`config.mk`:
```
export PLATFORM = sky130hd
export DESIGN_NAME = smf_format_ctrl
export DESIGN_NICKNAME = d
export VERILOG_FILES = /design/src/rtl/smf_pkg.sv /design/src/rtl/smf_format_ctrl.sv
export SDC_FILE = /design/constraint.sdc
export NUM_CORES = 1
export LEC_CHECK = 0
export BUFFER_PORTS_ARGS = -buffer_cell sky130_fd_sc_hd__buf_2
export CORE_UTILIZATION = 45
export DETAILED_ROUTE_END_ITERATION = 12
export GPL_TIMING_DRIVEN = 0
export PLACE_DENSITY = 0.71
export RECOVER_POWER = 25
export REMOVE_ABC_BUFFERS = 1
export SLEW_MARGIN = 25
export SYNTH_ARGS = -nofsm -noshare
export SYNTH_HDL_FRONTEND = slang
export SYNTH_SLANG_ARGS = --single-unit
export TNS_END_PERCENT = 50
```
`constraint.sdc`:
```
create_clock -name clk_i -period 5.2 [get_ports clk_i]
set_clock_uncertainty 0.05 [all_clocks]
set_input_delay 1.04 -clock clk_i [delete_from_list [all_inputs] [get_ports clk_i]]
set_output_delay 1.04 -clock clk_i [all_outputs]
set_load 0.01 [all_outputs]
```
`src/rtl/smf_pkg.sv`:
```
package smf_pkg;
	localparam int unsigned CLK_MHZ = 200;
	localparam int unsigned HEAD_SETTLE_NS = 5000;
	localparam int unsigned HEAD_SETTLE_CYC = (HEAD_SETTLE_NS * CLK_MHZ + 999) / 1000;
	localparam int unsigned WR2RD_NS = 10000;
	localparam int unsigned WR2RD_CYC = (WR2RD_NS * CLK_MHZ + 999) / 1000;
	localparam int unsigned RD2WR_NS = 1000;
	localparam int unsigned RD2WR_CYC = (RD2WR_NS * CLK_MHZ + 999) / 1000;
	localparam int unsigned RDWR_GAP_NS = 240;
	localparam int unsigned RDWR_GAP_CYC = (RDWR_GAP_NS * CLK_MHZ + 999) / 1000;
	localparam int unsigned WCLK_LEAD_NS = 250;
	localparam int unsigned BITS_PER_BYTE = 8;
	localparam int unsigned PRE_ADDR_ZEROS = 20;
	localparam int unsigned PRE_DATA_ZEROS = 12;
	localparam int unsigned DATA_CRC_BYTES = 2;
	localparam int unsigned POST_ZEROS = 5;
	localparam int unsigned BOR_GAP_BYTES = 9;
	localparam int unsigned VFO_LOCK_NS = 8000;
	localparam int unsigned WDRV_ON_NS = 960;
	localparam logic [7:0] SYNC_BYTE = 8'h19;
	localparam logic [7:0] ZERO_BYTE = 8'h00;
	localparam logic [7:0] TEST_BYTE = 8'hdb;
	typedef struct packed {
		logic servo_clk;
		logic index;
		logic sector;
		logic unit_sel_n;
	} smf_drv_in_t;
	typedef struct packed {
		logic write_data;
		logic write_clk;
		logic write_gate;
		logic read_gate;
		logic pwr_pick;
		logic pwr_hold;
	} smf_drv_out_t;
endpackage

```
`src/rtl/smf_format_ctrl.sv`:
```
`timescale 1ns/1ps
module smf_format_ctrl #(
	parameter int unsigned DATA_BYTES = 256,
	parameter int unsigned HEAD_SETTLE = smf_pkg::HEAD_SETTLE_CYC
) (
	// clock and reset
	input wire logic clk_i,
	input wire logic rstn_i,
	// user command
	input wire logic start_i,
	input wire logic chain_i,
	input wire logic [31:0] addr_i,
	output logic busy_o,
	output logic done_o,
	output logic selected_o,
	// drive pins
	input wire smf_pkg::smf_drv_in_t drv_i,
	output smf_pkg::smf_drv_out_t drv_o
);
	typedef enum logic [3:0] {
		S_IDLE = 4'h0,
		S_SETTLE = 4'h1,
		S_SEEK = 4'h2,
		S_LEAD = 4'h3,
		S_PRE_A = 4'h4,
		S_SYNC_A = 4'h5,
		S_ADDR = 4'h6,
		S_PRE_D = 4'h7,
		S_SYNC_D = 4'h8,
		S_DATA = 4'h9,
		S_CRC = 4'ha,
		S_POST = 4'hb,
		S_TAIL = 4'hc
	} smf_state_t;

	// three-stage sync on servo, sector and index: two for metastability, one for edge history; unit select gets two
	logic [2:0] sclk_s;
	logic [2:0] sect_s;
	logic [2:0] idx_s;
	logic [1:0] usel_s;
	always_ff @(posedge clk_i or negedge rstn_i) begin
		if (!rstn_i) begin
			sclk_s <= 3'h0;
			sect_s <= 3'h0;
			idx_s <= 3'h0;
			usel_s <= 2'h3;
		end else begin
			sclk_s <= {sclk_s[1:0], drv_i.servo_clk};
			sect_s <= {sect_s[1:0], drv_i.sector};
			idx_s <= {idx_s[1:0], drv_i.index};
			usel_s <= {usel_s[0], drv_i.unit_sel_n};
		end
	end
	wire sclk_rise = sclk_s[1] & ~sclk_s[2];
	wire mark_edge = (sect_s[1] & ~sect_s[2]) | (idx_s[1] & ~idx_s[2]);

	// unit-selected arrives inverted, so a low line means selected
	always_ff @(posedge clk_i or negedge rstn_i) begin
		if (!rstn_i) selected_o <= 1'b0;
		else selected_o <= ~usel_s[1];
	end

	smf_state_t state;
	logic [31:0] wait_cnt;
	logic [2:0] bit_cnt;
	logic [15:0] byte_cnt;
	logic [7:0] shreg;
	logic chain;
	// keeps the gate up through the lead-in of a chained sector
	logic gate_hold;

	// byte source for the state just entered
	function automatic logic [7:0] byte_for(input smf_state_t s,
			input logic [15:0] n, input logic [31:0] a);
		case (s)
			S_SYNC_A, S_SYNC_D: byte_for = smf_pkg::SYNC_BYTE;
			S_ADDR: byte_for = a[8*n[1:0] +: 8];
			S_DATA: byte_for = smf_pkg::TEST_BYTE;
			S_CRC: byte_for = 8'h00;
			default: byte_for = smf_pkg::ZERO_BYTE;
		endcase
	endfunction

	// length of each byte-counted field
	function automatic logic [15:0] len_of(input smf_state_t s);
		case (s)
			S_PRE_A: len_of = 16'(smf_pkg::PRE_ADDR_ZEROS);
			S_ADDR: len_of = 16'h0004;
			S_PRE_D: len_of = 16'(smf_pkg::PRE_DATA_ZEROS);
			S_DATA: len_of = 16'(DATA_BYTES);
			S_CRC: len_of = 16'(smf_pkg::DATA_CRC_BYTES);
			S_POST: len_of = 16'(smf_pkg::POST_ZEROS);
			default: len_of = 16'h0001;
		endcase
	endfunction

	function automatic smf_state_t next_field(input smf_state_t s);
		case (s)
			S_PRE_A: next_field = S_SYNC_A;
			S_SYNC_A: next_field = S_ADDR;
			S_ADDR: next_field = S_PRE_D;
			S_PRE_D: next_field = S_SYNC_D;
			S_SYNC_D: next_field = S_DATA;
			S_DATA: next_field = S_CRC;
			S_CRC: next_field = S_POST;
			default: next_field = S_TAIL;
		endcase
	endfunction

	// running crc over data bytes, sent msb first in the check field
	logic [15:0] crc;
	function automatic logic [15:0] crc_step(input logic [15:0] c,
			input logic b);
		crc_step = {c[14:0], 1'b0} ^ ((c[15] ^ b) ? 16'h1021 : 16'h0000);
	endfunction

	wire field_st = (state >= S_PRE_A) && (state <= S_POST);
	wire byte_end = sclk_rise && (bit_cnt == 3'h7);
	wire last_byte = (byte_cnt == len_of(state) - 16'h0001);

	// main sequencer; bits advance on servo clock rise, eight per byte
	always_ff @(posedge clk_i or negedge rstn_i) begin
		if (!rstn_i) begin
			state <= S_IDLE;
			wait_cnt <= 32'h0;
			bit_cnt <= 3'h0;
			byte_cnt <= 16'h0;
			shreg <= 8'h00;
			chain <= 1'b0;
			gate_hold <= 1'b0;
			done_o <= 1'b0;
		end else begin
			done_o <= 1'b0;
			case (state)
				S_IDLE: begin
					if (start_i) begin
						chain <= chain_i;
						wait_cnt <= 32'h0;
						state <= S_SETTLE;
					end
				end
				S_SETTLE: begin
					wait_cnt <= wait_cnt + 32'h1;
					if (wait_cnt >= HEAD_SETTLE - 1) state <= S_SEEK;
				end
				S_SEEK: begin
					// byte time counted from the mark edge
					if (mark_edge) state <= S_LEAD;
				end
				S_LEAD: begin
					// gate up on the next servo rise, so bit one gets a full cell
					if (sclk_rise) begin
						state <= S_PRE_A;
						gate_hold <= 1'b0;
						bit_cnt <= 3'h0;
						byte_cnt <= 16'h0;
						shreg <= smf_pkg::ZERO_BYTE;
					end
				end
				S_TAIL: begin
					// keep zeros and gate up until next mark if chaining
					if (!chain) begin
						done_o <= 1'b1;
						state <= S_IDLE;
					end else if (mark_edge) begin
						done_o <= 1'b1;
						chain <= chain_i;
						gate_hold <= 1'b1;
						state <= S_LEAD;
					end
				end
				default: begin
					if (sclk_rise) begin
						bit_cnt <= bit_cnt + 3'h1;
						shreg <= {shreg[6:0], 1'b0};
					end
					if (byte_end) begin
						if (last_byte) begin
							byte_cnt <= 16'h0;
							state <= next_field(state);
							shreg <= byte_for(next_field(state),
								16'h0, addr_i);
						end else begin
							byte_cnt <= byte_cnt + 16'h1;
							shreg <= byte_for(state,
								byte_cnt + 16'h1, addr_i);
						end
					end
				end
			endcase
		end
	end

	// crc accumulates data bits, then shifts out as the check bytes
	always_ff @(posedge clk_i or negedge rstn_i) begin
		if (!rstn_i) crc <= 16'hffff;
		else if (state == S_SYNC_D) crc <= 16'hffff;
		else if (state == S_DATA && sclk_rise) crc <= crc_step(crc, shreg[7]);
		else if (state == S_CRC && sclk_rise) crc <= {crc[14:0], 1'b0};
	end

	// pins; data changes just after a servo rise, steady at the fall
	logic wdat;
	always_ff @(posedge clk_i or negedge rstn_i) begin
		if (!rstn_i) wdat <= 1'b0;
		else if (state == S_CRC) wdat <= crc[15];
		else wdat <= field_st ? shreg[7] : 1'b0;
	end

	always_ff @(posedge clk_i or negedge rstn_i) begin
		if (!rstn_i) begin
			drv_o <= '0;
			busy_o <= 1'b0;
		end else begin
			drv_o.write_data <= wdat;
			// servo clock echoed back continuously, well ahead of the gate
			drv_o.write_clk <= sclk_s[1];
			drv_o.write_gate <= field_st || (state == S_TAIL && chain) ||
				(state == S_LEAD && gate_hold);
			drv_o.read_gate <= 1'b0;
			drv_o.pwr_pick <= 1'b0;
			drv_o.pwr_hold <= 1'b0;
			busy_o <= (state != S_IDLE);
		end
	end
endmodule

```
==> results of run 1 <==
metrics by stage:
stage / total power [mW] / std cells / hold WS (ns) / cell area, um^2
after floorplan: 1.728 / 594 / 0.2812 / 5441
after global placement: 1.952 / 807 / 0.2820 / 5877
after detailed placement: 1.992 / 808 / 0.2864 / 5916
after CTS: 2.630 / 824 / 0.3012 / 6193
after global routing: 2.790 / 824 / 0.3069 / 6167
final: 2.620 / 824 / 0.2986 / 6167
registers in the layout, summed over array words and instances (netlist names):
name and count:
wait_cnt 32, byte_cnt 16, crc 16, shreg 8, state 4, bit_cnt 3, drv_o 3, idx_s 3
sect_s 3, sclk_s 2, usel_s 2, busy_o 1, chain 1, done_o 1, gate_hold 1, selected_o 1
wdat 1
layout make-up:
cell class	instances	area share (%)
clock buffers	10	3.713
clock inverters	6	0.7912
inverters	14	0.8521
multi-input cells	482	47.37
flip-flops and latches	98	40.15
well taps	168	3.408
repair buffers	46	3.713
worst reg2reg max path: cells and delay by family (launching register included):
kind	cells	cell delay (ns)
adder cells (fa/ha/maj)	3	0.93
flip-flops	1	0.43
buffers and inverters	1	0.11
AND/OR/NAND/NOR	4	1.27
XOR/XNOR	2	0.30
AO/OA/AOI/OAI	5	1.59
how the worst max path moves through the flow:
stage / cells after the start / endpoint / slack (ns)
floorplan: 15 / shreg[2] / 1.12
global placement: 15 / state[1] / 0.42
detailed placement: 15 / byte_cnt[5] / 0.43
CTS: 15 / byte_cnt[5] / 0.35
global route: 15 / byte_cnt[10] / 0.11
finish: 15 / byte_cnt[5] / 0.43
cells by family after synthesis:
kind of cell | synth area share [%]
compound gates | 16.34
xor+xnor | 1.405
fa+ha+maj | 2.230
buf+inv | 4.103
flops | 44.10
mux | 7.358
other cells | 0.06683
simple gates | 24.39
power breakdown:
group	total, mW	switching, mW	internal (mW)
registers	1.02	0.155	0.868
clock network	0.628	0.298	0.331
logic	0.969	0.557	0.412
per-layer routing:
| metal | GRT usage [%] | share of wire (%) | up-vias | wire (um) |
|---|---|---|---|---|
| met5 | 0 | 0 | - | 0 |
| met3 | 2.550 | 4.6 | 20 | 574 |
| met4 | 8.860 | 2.1 | 0 | 261 |
| met2 | 32.48 | 48 | 137 | 6028 |
| met1 | 28.73 | 45 | 2290 | 5671 |
| li1 | - | - | 2308 | - |
cell usage after synthesis (10+ instances only):
master	count
and3_1	14
dfrtp_1	80
inv_1	13
mux2i_1	21
nor3_1	13
a21oi_1	24
o211ai_1	12
dfstp_2	18
nor2_1	34
nand2_1	125
nand3_1	47
clkbuf_1	29
o21ai_0	50
ha_1	10
==> results.toml, run 1 <==
[global_route]
gr-total-overflow = 0
antenna_found_initial = 0
grt_pass1_wl_mm = 21.31
grtUsageTotal_pct = 20.60
grt_max_degree = 66
grt_pass1_vias = 4492

[yosys]
synthTopCellsByArea = "dfrtp_1, dfstp_2, nand2_1"
synth_enable_flop_cells = 0
avgSynthCellArea_um2 = 8.879
async_flop_share_pct = 100.0
yosys.area.top_type = "dfrtp_1"
yosys_most_used_dff = "dfrtp_1"
synth-warning-count = 0
yosysTopAreaCellShare_pct = 35.67
syn_inst = 632
ys_ff_latch = 98
synth.yosys.seq_area_share_pct = 44.10
ys_types = 64
synth_area_mm2 = 0.005612

[clocking]
cts_resized = 0
path_clk_slew_ns = 0.07
cts.sinks = 98
post_cts_buffers = 0
cts_tree = "done"
cts_root_buf = "clkbuf_16"
cts_inserted_buffers = 9
cts_max_level = 3
clockBufferDepth = 2
clock_latency_ns = 0.35
postCtsHoldBufs = 0

[placement]
place_ws_ns = 0.4302
port_buffers = 45
place.gp.congestion = 0.8569
hpwl_mm = 8.693

[setup_path]
r2r_setup_slack_ns = 0.43
crit_top_cell = "ha_1"
crit_family = "compound AO/OA/AOI/OAI gates"
cpPeakStageDelay_ns = 0.60
cp_num_buf_inv = 1
critPathLaunch = "state[3]"
critPathMaxFanout = 18
slowest_stage = "a2111oi_4"
worst_setup_path_start_kind = "register"
crit_chain = "inv_1 -> ha_1 -> nor2b_2 -> o21ai_0 -> nand3_1 -> ha_1 -> o21a_1 -> ha_1 -> xnor2_1 -> xor2_1 -> or3_1 -> a2111oi_4 -> a21oi_1 -> and3_1 -> a221o_1"
cp-end-kind = "register"
reg2regPathDepth = 15
r2r-end = "byte_cnt[5]"
critPathArrivalTime_ns = 4.95
crit_type = "register to register"
rr_startpoint = "state[3]"
cp.required_ns = 5.38

[floorplan]
initial_utilization_pct = 46.52
die_w_um = 113.7
fp-row-count = 40
fp.dieH_um = 113.7
coreArea_mm2 = 0.01206
io_pins = 49
fp.dieArea_mm2 = 0.01292

[layout]
seq_area_mm2 = 0.002476
final_cell_mix = "nand2_1, dfrtp_1, o21ai_0"
diodes = 0
fin_nets = 701
layout_commonest_cell = "nand2_1"
drive_gt1_share_pct = 15.70
num-fill-cells = 1150
area_growth_pct = 9.900
multiInputGateArea_mm2 = 0.002922
utilization_pct = 51.13

[sta]
hold_viol = 0
tns_ns = 0
fmax_mhz = 209.7
min_period_over_period_pct = 91.70
setup_violations = 0
tightest_slew_ns = 1.762
timing.final.crit_period_ns = 4.769
slew_headroom_pct = -17.46
drv_slew = 101
finalWorstSetupSlack_ns = 0.4314
rsz0062_at_grt = "no"

[route]
drc_errors = 0
drtPass1Iterations = 7
wl_per_cell_um = 15.21
via_per_inst = 5.771
first_iter_violations = 446
wl_mm = 12.54
vias = 4755
antenna_left = 0

[min_path]
min_from = "sclk_s[0]"
min_path_cells = 0
hp-class = "register to register"
hold_end = "sclk_s[1]"

[power]
power_density_mw_per_mm2 = 424.9
irDropWorstVdd_mv = 0.1771
p_leak_nw = 2.680

[outcome]
violations = "capacitance limit, slew limit"
status = "finished, violations left"

[flow_run]
cap_violations = 2
(Power assumes the default switching activity.)
==> run 2, diff against run 1 <==
--- a/config.mk
+++ b/config.mk
@@ -5,6 +5,7 @@
 export SDC_FILE = /design/constraint.sdc
 export NUM_CORES = 1
 export LEC_CHECK = 0
+export ABC_AREA = 1
 export BUFFER_PORTS_ARGS = -buffer_cell sky130_fd_sc_hd__buf_2
 export CORE_UTILIZATION = 45
 export DETAILED_ROUTE_END_ITERATION = 12
@@ -16,4 +17,3 @@
 export SYNTH_ARGS = -nofsm -noshare
 export SYNTH_HDL_FRONTEND = slang
 export SYNTH_SLANG_ARGS = --single-unit
-export TNS_END_PERCENT = 50
==> constraint.sdc (replaced) <==
create_clock -name clk_i -period 4.75 [get_ports clk_i]
set_clock_uncertainty 0.05 [all_clocks]
set_input_delay 0.95 -clock clk_i [delete_from_list [all_inputs] [get_ports clk_i]]
set_output_delay 0.95 -clock clk_i [all_outputs]
set_load 0.01 [all_outputs]
==> results.toml, run 2 <==
[route]
drtPass1Iterations = 5
drc_errors = 0
via_per_inst = 5.244
first_iter_violations = 375
wl_per_cell_um = 13.48
vias = 5223
antenna_left = 0
wl_mm = 13.43

[layout]
diodes = 0
fin_nets = 869
drive_gt1_share_pct = 16.02
layout_commonest_cell = "nand2_1"
area_growth_pct = 11.18
final_cell_mix = "nand2_1, inv_1, nand3_1"
largestRegisters = "wait_cnt: 32 flops, byte_cnt: 16 flops, crc: 16 flops"
largest_reg_flops = 32
regMostFlops = "wait_cnt"

[min_path]
min_from = "idx_s[0]"
hold_end = "idx_s[1]"
hp-class = "register to register"
min_path_cells = 0

[yosys]
yosys_most_used_dff = "dfrtp_1"
avgSynthCellArea_um2 = 7.670
synth_enable_flop_cells = 0
ys_types = 52
synth_most_common_cell = "nand2_1"
synth_top_family_by_area = "simple AND/OR/NAND/NOR gates"
synth-warning-count = 0
yosys.area.top_type = "dfrtp_1"
async_flop_share_pct = 100.0
synth.yosys.seq_area_share_pct = 41.26
ys_ff_latch = 98
synth-simple-area-share_pct = 31.06
yosysTopAreaCellShare_pct = 33.38
synthTopCellsByArea = "dfrtp_1, nand2_1, dfstp_2"
synth_compound_area_share_pct = 12.31
yosys-top-cells-count = "nand2_1, inv_1, nand3_1"
synth_xor_xnor_area_share_pct = 2.920
syn_inst = 782
synth_fa_ha_area_share_pct = 2.086
synth_area_mm2 = 0.005998
synthMuxAreaShare_pct = 1.377

[setup_path]
critPathArrivalTime_ns = 3.61
crit_type = "register to register"
crit_top_cell = "nand2_1"
cpPeakStageDelay_ns = 0.44
crit_chain = "inv_1 -> ha_1 -> nand3_1 -> nand3_1 -> nand2_1 -> ha_1 -> nand3_2 -> inv_2 -> ha_1 -> xnor2_1 -> nor2_1 -> nand3_1 -> nor2_1 -> nand2_1 -> nor2_4 -> nand3_2 -> nand2_4 -> nand2_2 -> nand2_1 -> nand2_1"
cp-end-kind = "register"
slowest_stage = "dfrtp_1"
r2r_setup_slack_ns = 1.34
rr_startpoint = "state[2]"
critPathLaunch = "state[2]"
worst_setup_path_start_kind = "register"
crit_family = "simple AND/OR/NAND/NOR gates"
reg2regPathDepth = 20
cp.required_ns = 4.95
cp_num_buf_inv = 2
critPathMaxFanout = 8
r2r-end = "state[3]"

[sta]
min_period_over_period_pct = 71.82
fmax_mhz = 293.1
setup_violations = 0
finalWorstSetupSlack_ns = 1.339
hold_viol = 0
slew_headroom_pct = -55.73
drv_slew = 42
tightest_slew_ns = 2.336
rsz0062_at_grt = "no"
timing.final.crit_period_ns = 3.411
tns_ns = 0

[global_route]
grt_max_degree = 58
grt_pass1_wl_mm = 23.49
grtUsageTotal_pct = 20.72
grt_pass1_vias = 5099
gr-total-overflow = 0
antenna_found_initial = 0

[floorplan]
fp.dieArea_mm2 = 0.01380
fp-row-count = 41
coreArea_mm2 = 0.01282
die_w_um = 117.5
fp.dieH_um = 117.5
io_pins = 49
initial_utilization_pct = 46.77

[outcome]
status = "finished, violations left"
violations = "capacitance limit, slew limit"

[clocking]
path_clk_slew_ns = 0.07
post_cts_buffers = 0
cts_root_buf = "clkbuf_16"
cts_tree = "done"
cts_resized = 0
cts_max_level = 3
clock_latency_ns = 0.36
cts.sinks = 98
clockBufferDepth = 2
postCtsHoldBufs = 0
cts_inserted_buffers = 9

[placement]
place_ws_ns = 1.428
hpwl_mm = 9.778
port_buffers = 45
place.gp.congestion = 0.8936

[power]
irDropWorstVdd_mv = 0.2291
p_leak_nw = 3.180
power_density_mw_per_mm2 = 513.5

[flow_run]
cap_violations = 1
## run 2: changes by cell type after synthesis, moves of 15 or more
cell | before | now
clkbuf_1 | 29 | 9
inv_1 | 13 | 101
mux2i_1 | 21 | 6
nand2_1 | 125 | 188
nand3_1 | 47 | 82
nand4_1 | 3 | 19
nor2_1 | 34 | 64
## run 2: cell families after synthesis
group	Yosys count
AOI/OAI and AO/OA	111
buffers and inverters	130
xor gates and xnor gates	20
muxes	8
other	1
and+or+nand+nor	404
adders and majority gates	10
DFF	98
## run 2: cell type report
type / instances / area [um^2]
clock buffer: 11 / 252.7
clock inverter: 5 / 60.06
fill: 1277 / 6156
inverter: 107 / 401.6
multi-input combinational: 556 / 3002
sequential: 98 / 2475
tap: 172 / 215.2
timing repair buffer: 47 / 262.8
## run 2: power breakdown
group | switching [mW] | leakage, nW | internal, mW | total, mW
Sequential | 0.142 | 1.26 | 1.04 | 1.18
Combinational | 0.975 | 1.77 | 0.503 | 1.48
Clock | 0.324 | 0.152 | 0.439 | 0.763
## run 2: how the worst max path moves through the flow
| stage | to | depth (start not counted) |
|---|---|---|
| final | state[3] | 20 |
| after global routing | state[3] | 20 |
| after CTS | state[3] | 20 |
| after detailed placement | state[3] | 20 |
| after global placement | byte_cnt[15] | 4 |
| after floorplan | byte_cnt[11] | 18 |
## run 2: routing by layer
layer	vias up	GRT usage (%)	part of all wire, %
li1	2649	-	-
met1	2409	28.13	48
met2	139	32.95	45
met3	26	2.713	4.6
met4	0	9.535	2.8
met5	-	0	0
## run 2: worst register-to-register path: stages, from the launching register on
cell     delay, ns
dfrtp_1       0.44
inv_1         0.11
ha_1          0.34
nand3_1       0.20
nand3_1       0.13
nand2_1       0.08
ha_1          0.22
nand3_2       0.16
inv_2         0.06
ha_1          0.28
xnor2_1       0.14
nor2_1        0.12
nand3_1       0.09
nor2_1        0.09
nand2_1       0.09
nor2_4        0.19
nand3_2       0.16
nand2_4       0.14
nand2_2       0.09
nand2_1       0.09
nand2_1       0.05
## run 2: per-stage QoR
stage | std cells | power, mW | instance area, um^2 | hold WS (ns) | util, %
final | 996 | 3.424 | 6669 | 0.3059 | 52.00
after floorplan | 761 | 2.282 | 5872 | 0.2812 | -
after CTS | 996 | 3.438 | 6674 | 0.3065 | 52.04
after global routing | 996 | 3.696 | 6669 | 0.3121 | 52.00
after detailed placement | 980 | 2.651 | 6361 | 0.2913 | 49.60
after global placement | 978 | 2.628 | 6312 | 0.2830 | 49.22
==> run 3, diff against run 2 <==
--- a/config.mk
+++ b/config.mk
@@ -5,12 +5,12 @@
 export SDC_FILE = /design/constraint.sdc
 export NUM_CORES = 1
 export LEC_CHECK = 0
-export ABC_AREA = 1
+export ABC_AREA = 0
 export BUFFER_PORTS_ARGS = -buffer_cell sky130_fd_sc_hd__buf_2
 export CORE_UTILIZATION = 45
 export DETAILED_ROUTE_END_ITERATION = 12
 export GPL_TIMING_DRIVEN = 0
-export PLACE_DENSITY = 0.71
+export PLACE_DENSITY = 0.73
 export RECOVER_POWER = 25
 export REMOVE_ABC_BUFFERS = 1
 export SLEW_MARGIN = 25
==> constraint.sdc (replaced) <==
create_clock -name clk_i -period 3 [get_ports clk_i]
set_clock_uncertainty 0.05 [all_clocks]
set_input_delay 0.6 -clock clk_i [delete_from_list [all_inputs] [get_ports clk_i]]
set_output_delay 0.6 -clock clk_i [all_outputs]
set_load 0.01 [all_outputs]
==> results.toml, run 3 (synthesis results as in run 1) <==
[outcome]
status = "finished, violations left"
violations = "capacitance limit, slew limit, setup timing"

[sta]
tightest_slew_ns = 2.197
setup_violations = 28
hold_viol = 0
timing.final.crit_period_ns = 3.614
slew_headroom_pct = -46.46
finalWorstSetupSlack_ns = -0.6137
drv_slew = 38
hold_slack_ns = 0.2984
rsz0062_at_grt = "yes"
min_period_over_period_pct = 120.5
fmax_mhz = 276.7

[floorplan]
io_pins = 49
fp.dieH_um = 113.7
coreArea_mm2 = 0.01206
die_w_um = 113.7
fp-row-count = 40
fp.dieArea_mm2 = 0.01292
initial_utilization_pct = 46.52

[clocking]
cts_tree = "done"
postCtsHoldBufs = 0
clock_latency_ns = 0.35
path_clk_slew_ns = 0.07
cts.sinks = 98
cts_max_level = 3
cts_inserted_buffers = 9
cts_root_buf = "clkbuf_16"
clockBufferDepth = 2

[power]
pwr-share-clk_pct = 20.6
irDropWorstVdd_mv = 0.3319
pwr-share-comb_pct = 45.1
seqPwrFrac_pct = 34.3
p_sw_mw = 2.009
power.share.switching_pct = 38.97
p_leak_nw = 2.850
p_int_mw = 3.146
power_density_mw_per_mm2 = 778.8

[setup_path]
cp.required_ns = 3.22
critPathMaxFanout = 5
critPathArrivalTime_ns = 3.83
cp-end-kind = "register"
crit_type = "register to register"
worst_setup_path_start_kind = "register"

[placement]
port_buffers = 45
place_area_mm2 = 0.005916
place.gp.congestion = 0.8698
hpwl_mm = 8.763

[global_route]
antenna_found_initial = 0
grt_pass1_vias = 4715
grt_pass1_wl_mm = 22.45
gr-total-overflow = 0
grtUsageTotal_pct = 21.81
grt_max_degree = 62

[layout]
num-fill-cells = 1056
diodes = 0
area_growth_pct = 17.95
largestRegisters = "wait_cnt: 32 flops, byte_cnt: 16 flops, crc: 16 flops"
layout_commonest_cell = "nand2_1"
drive_gt1_share_pct = 23.36
largest_reg_flops = 32
fin_nets = 730
regMostFlops = "wait_cnt"
final_cell_mix = "nand2_1, dfrtp_1, nand3_1"
fin_area_mm2 = 0.006619

[route]
wl_mm = 13.74
drc_errors = 0
antenna_left = 0
wl_per_cell_um = 16.11
first_iter_violations = 457
via_per_inst = 5.903
drtPass1Iterations = 5
vias = 5035

[min_path]
hp-class = "register to register"

[flow_run]
cap_violations = 1
==> run 3: path summary, 6_finish.rpt <==
| check | from | to | slack (ns) | cells past startpoint |
|---|---|---|---|---|
| worst min register to register | wdat | drv_o[5] | 0.30 | 0 |
| min in group asynchronous | rstn_i | wait_cnt[27] | 0.84 | 1 |
| worst min-delay path | wdat | drv_o[5] | 0.30 | 0 |
| worst max register to register | state[2] | shreg[2] | -0.61 | 16 |
| worst max-delay path | state[2] | shreg[2] | -0.61 | 16 |
| max in group asynchronous | rstn_i | byte_cnt[2] | 0.80 | 1 |
==> run 3: timing repair <==
action                     CTS  global route
resized for setup           57            12
cloned                       1             0
pin swaps                   24            14
setup endpoints to repair   35            33
buffers inserted            26             3
==> run 3: through the flow <==
step / power [mW] / utilization (%) / instances / TNS, ns / setup slack (ns)
2_1_floorplan: 2.995 / - / 594 / -23.71 / -1.081
3_3_place_gp: 3.374 / 48.72 / 807 / -45.26 / -1.749
3_5_place_dp: 3.450 / 49.05 / 808 / -47.57 / -1.824
4_1_cts: 5.061 / 54.48 / 851 / -11.19 / -0.5258
5_1_grt: 5.424 / 54.88 / 853 / -17.13 / -0.7285
6_report: 5.155 / 54.88 / 853 / -13.81 / -0.6137
==> run 3: critical path: stages (launching register included) <==
cell       delay [ns]
dfrtp_2          0.41
inv_2            0.06
ha_4             0.18
nor2b_4          0.14
o21ai_1          0.14
nand3_1          0.12
ha_2             0.21
o21a_1           0.11
ha_2             0.18
xnor2_2          0.15
xor2_1           0.16
or3_4            0.35
a2111oi_4        0.45
buf_4            0.22
nand2_8          0.06
or4_4            0.47
o211ai_1         0.09
==> run 3: area by class of cell <==
type                    instances  area [um^2]  share of cell area (%)
multi-input cells             483         3120                   47.15
flip-flops and latches         98         2482                   37.50
repair buffers                 74        488.0                   7.372
clock buffers                  12        236.5                   3.573
well taps                     168        210.2                   3.176
inverters                      14        52.55                  0.7940
clock inverters                 4        28.78                  0.4348
==> run 3: routing by layer <==
| layer | wire length [um] | vias to the layer above | global-route usage [%] |
|---|---|---|---|
| met3 | 885 | 33 | 2.550 |
| met4 | 323 | 0 | 10.44 |
| met1 | 5771 | 2437 | 29.79 |
| met2 | 6761 | 218 | 34.72 |
| met5 | 0 | - | 0 |
| li1 | - | 2347 | - |
==> run 3: power groups by stage <==
stage	sequential, mW	clock [mW]	combinational, mW
after floorplan	1.72	0	1.27
after global placement	1.77	0	1.60
after detailed placement	1.79	0	1.66
after CTS	1.78	1.08	2.20
after global routing	1.80	1.13	2.49
final	1.77	1.06	2.32
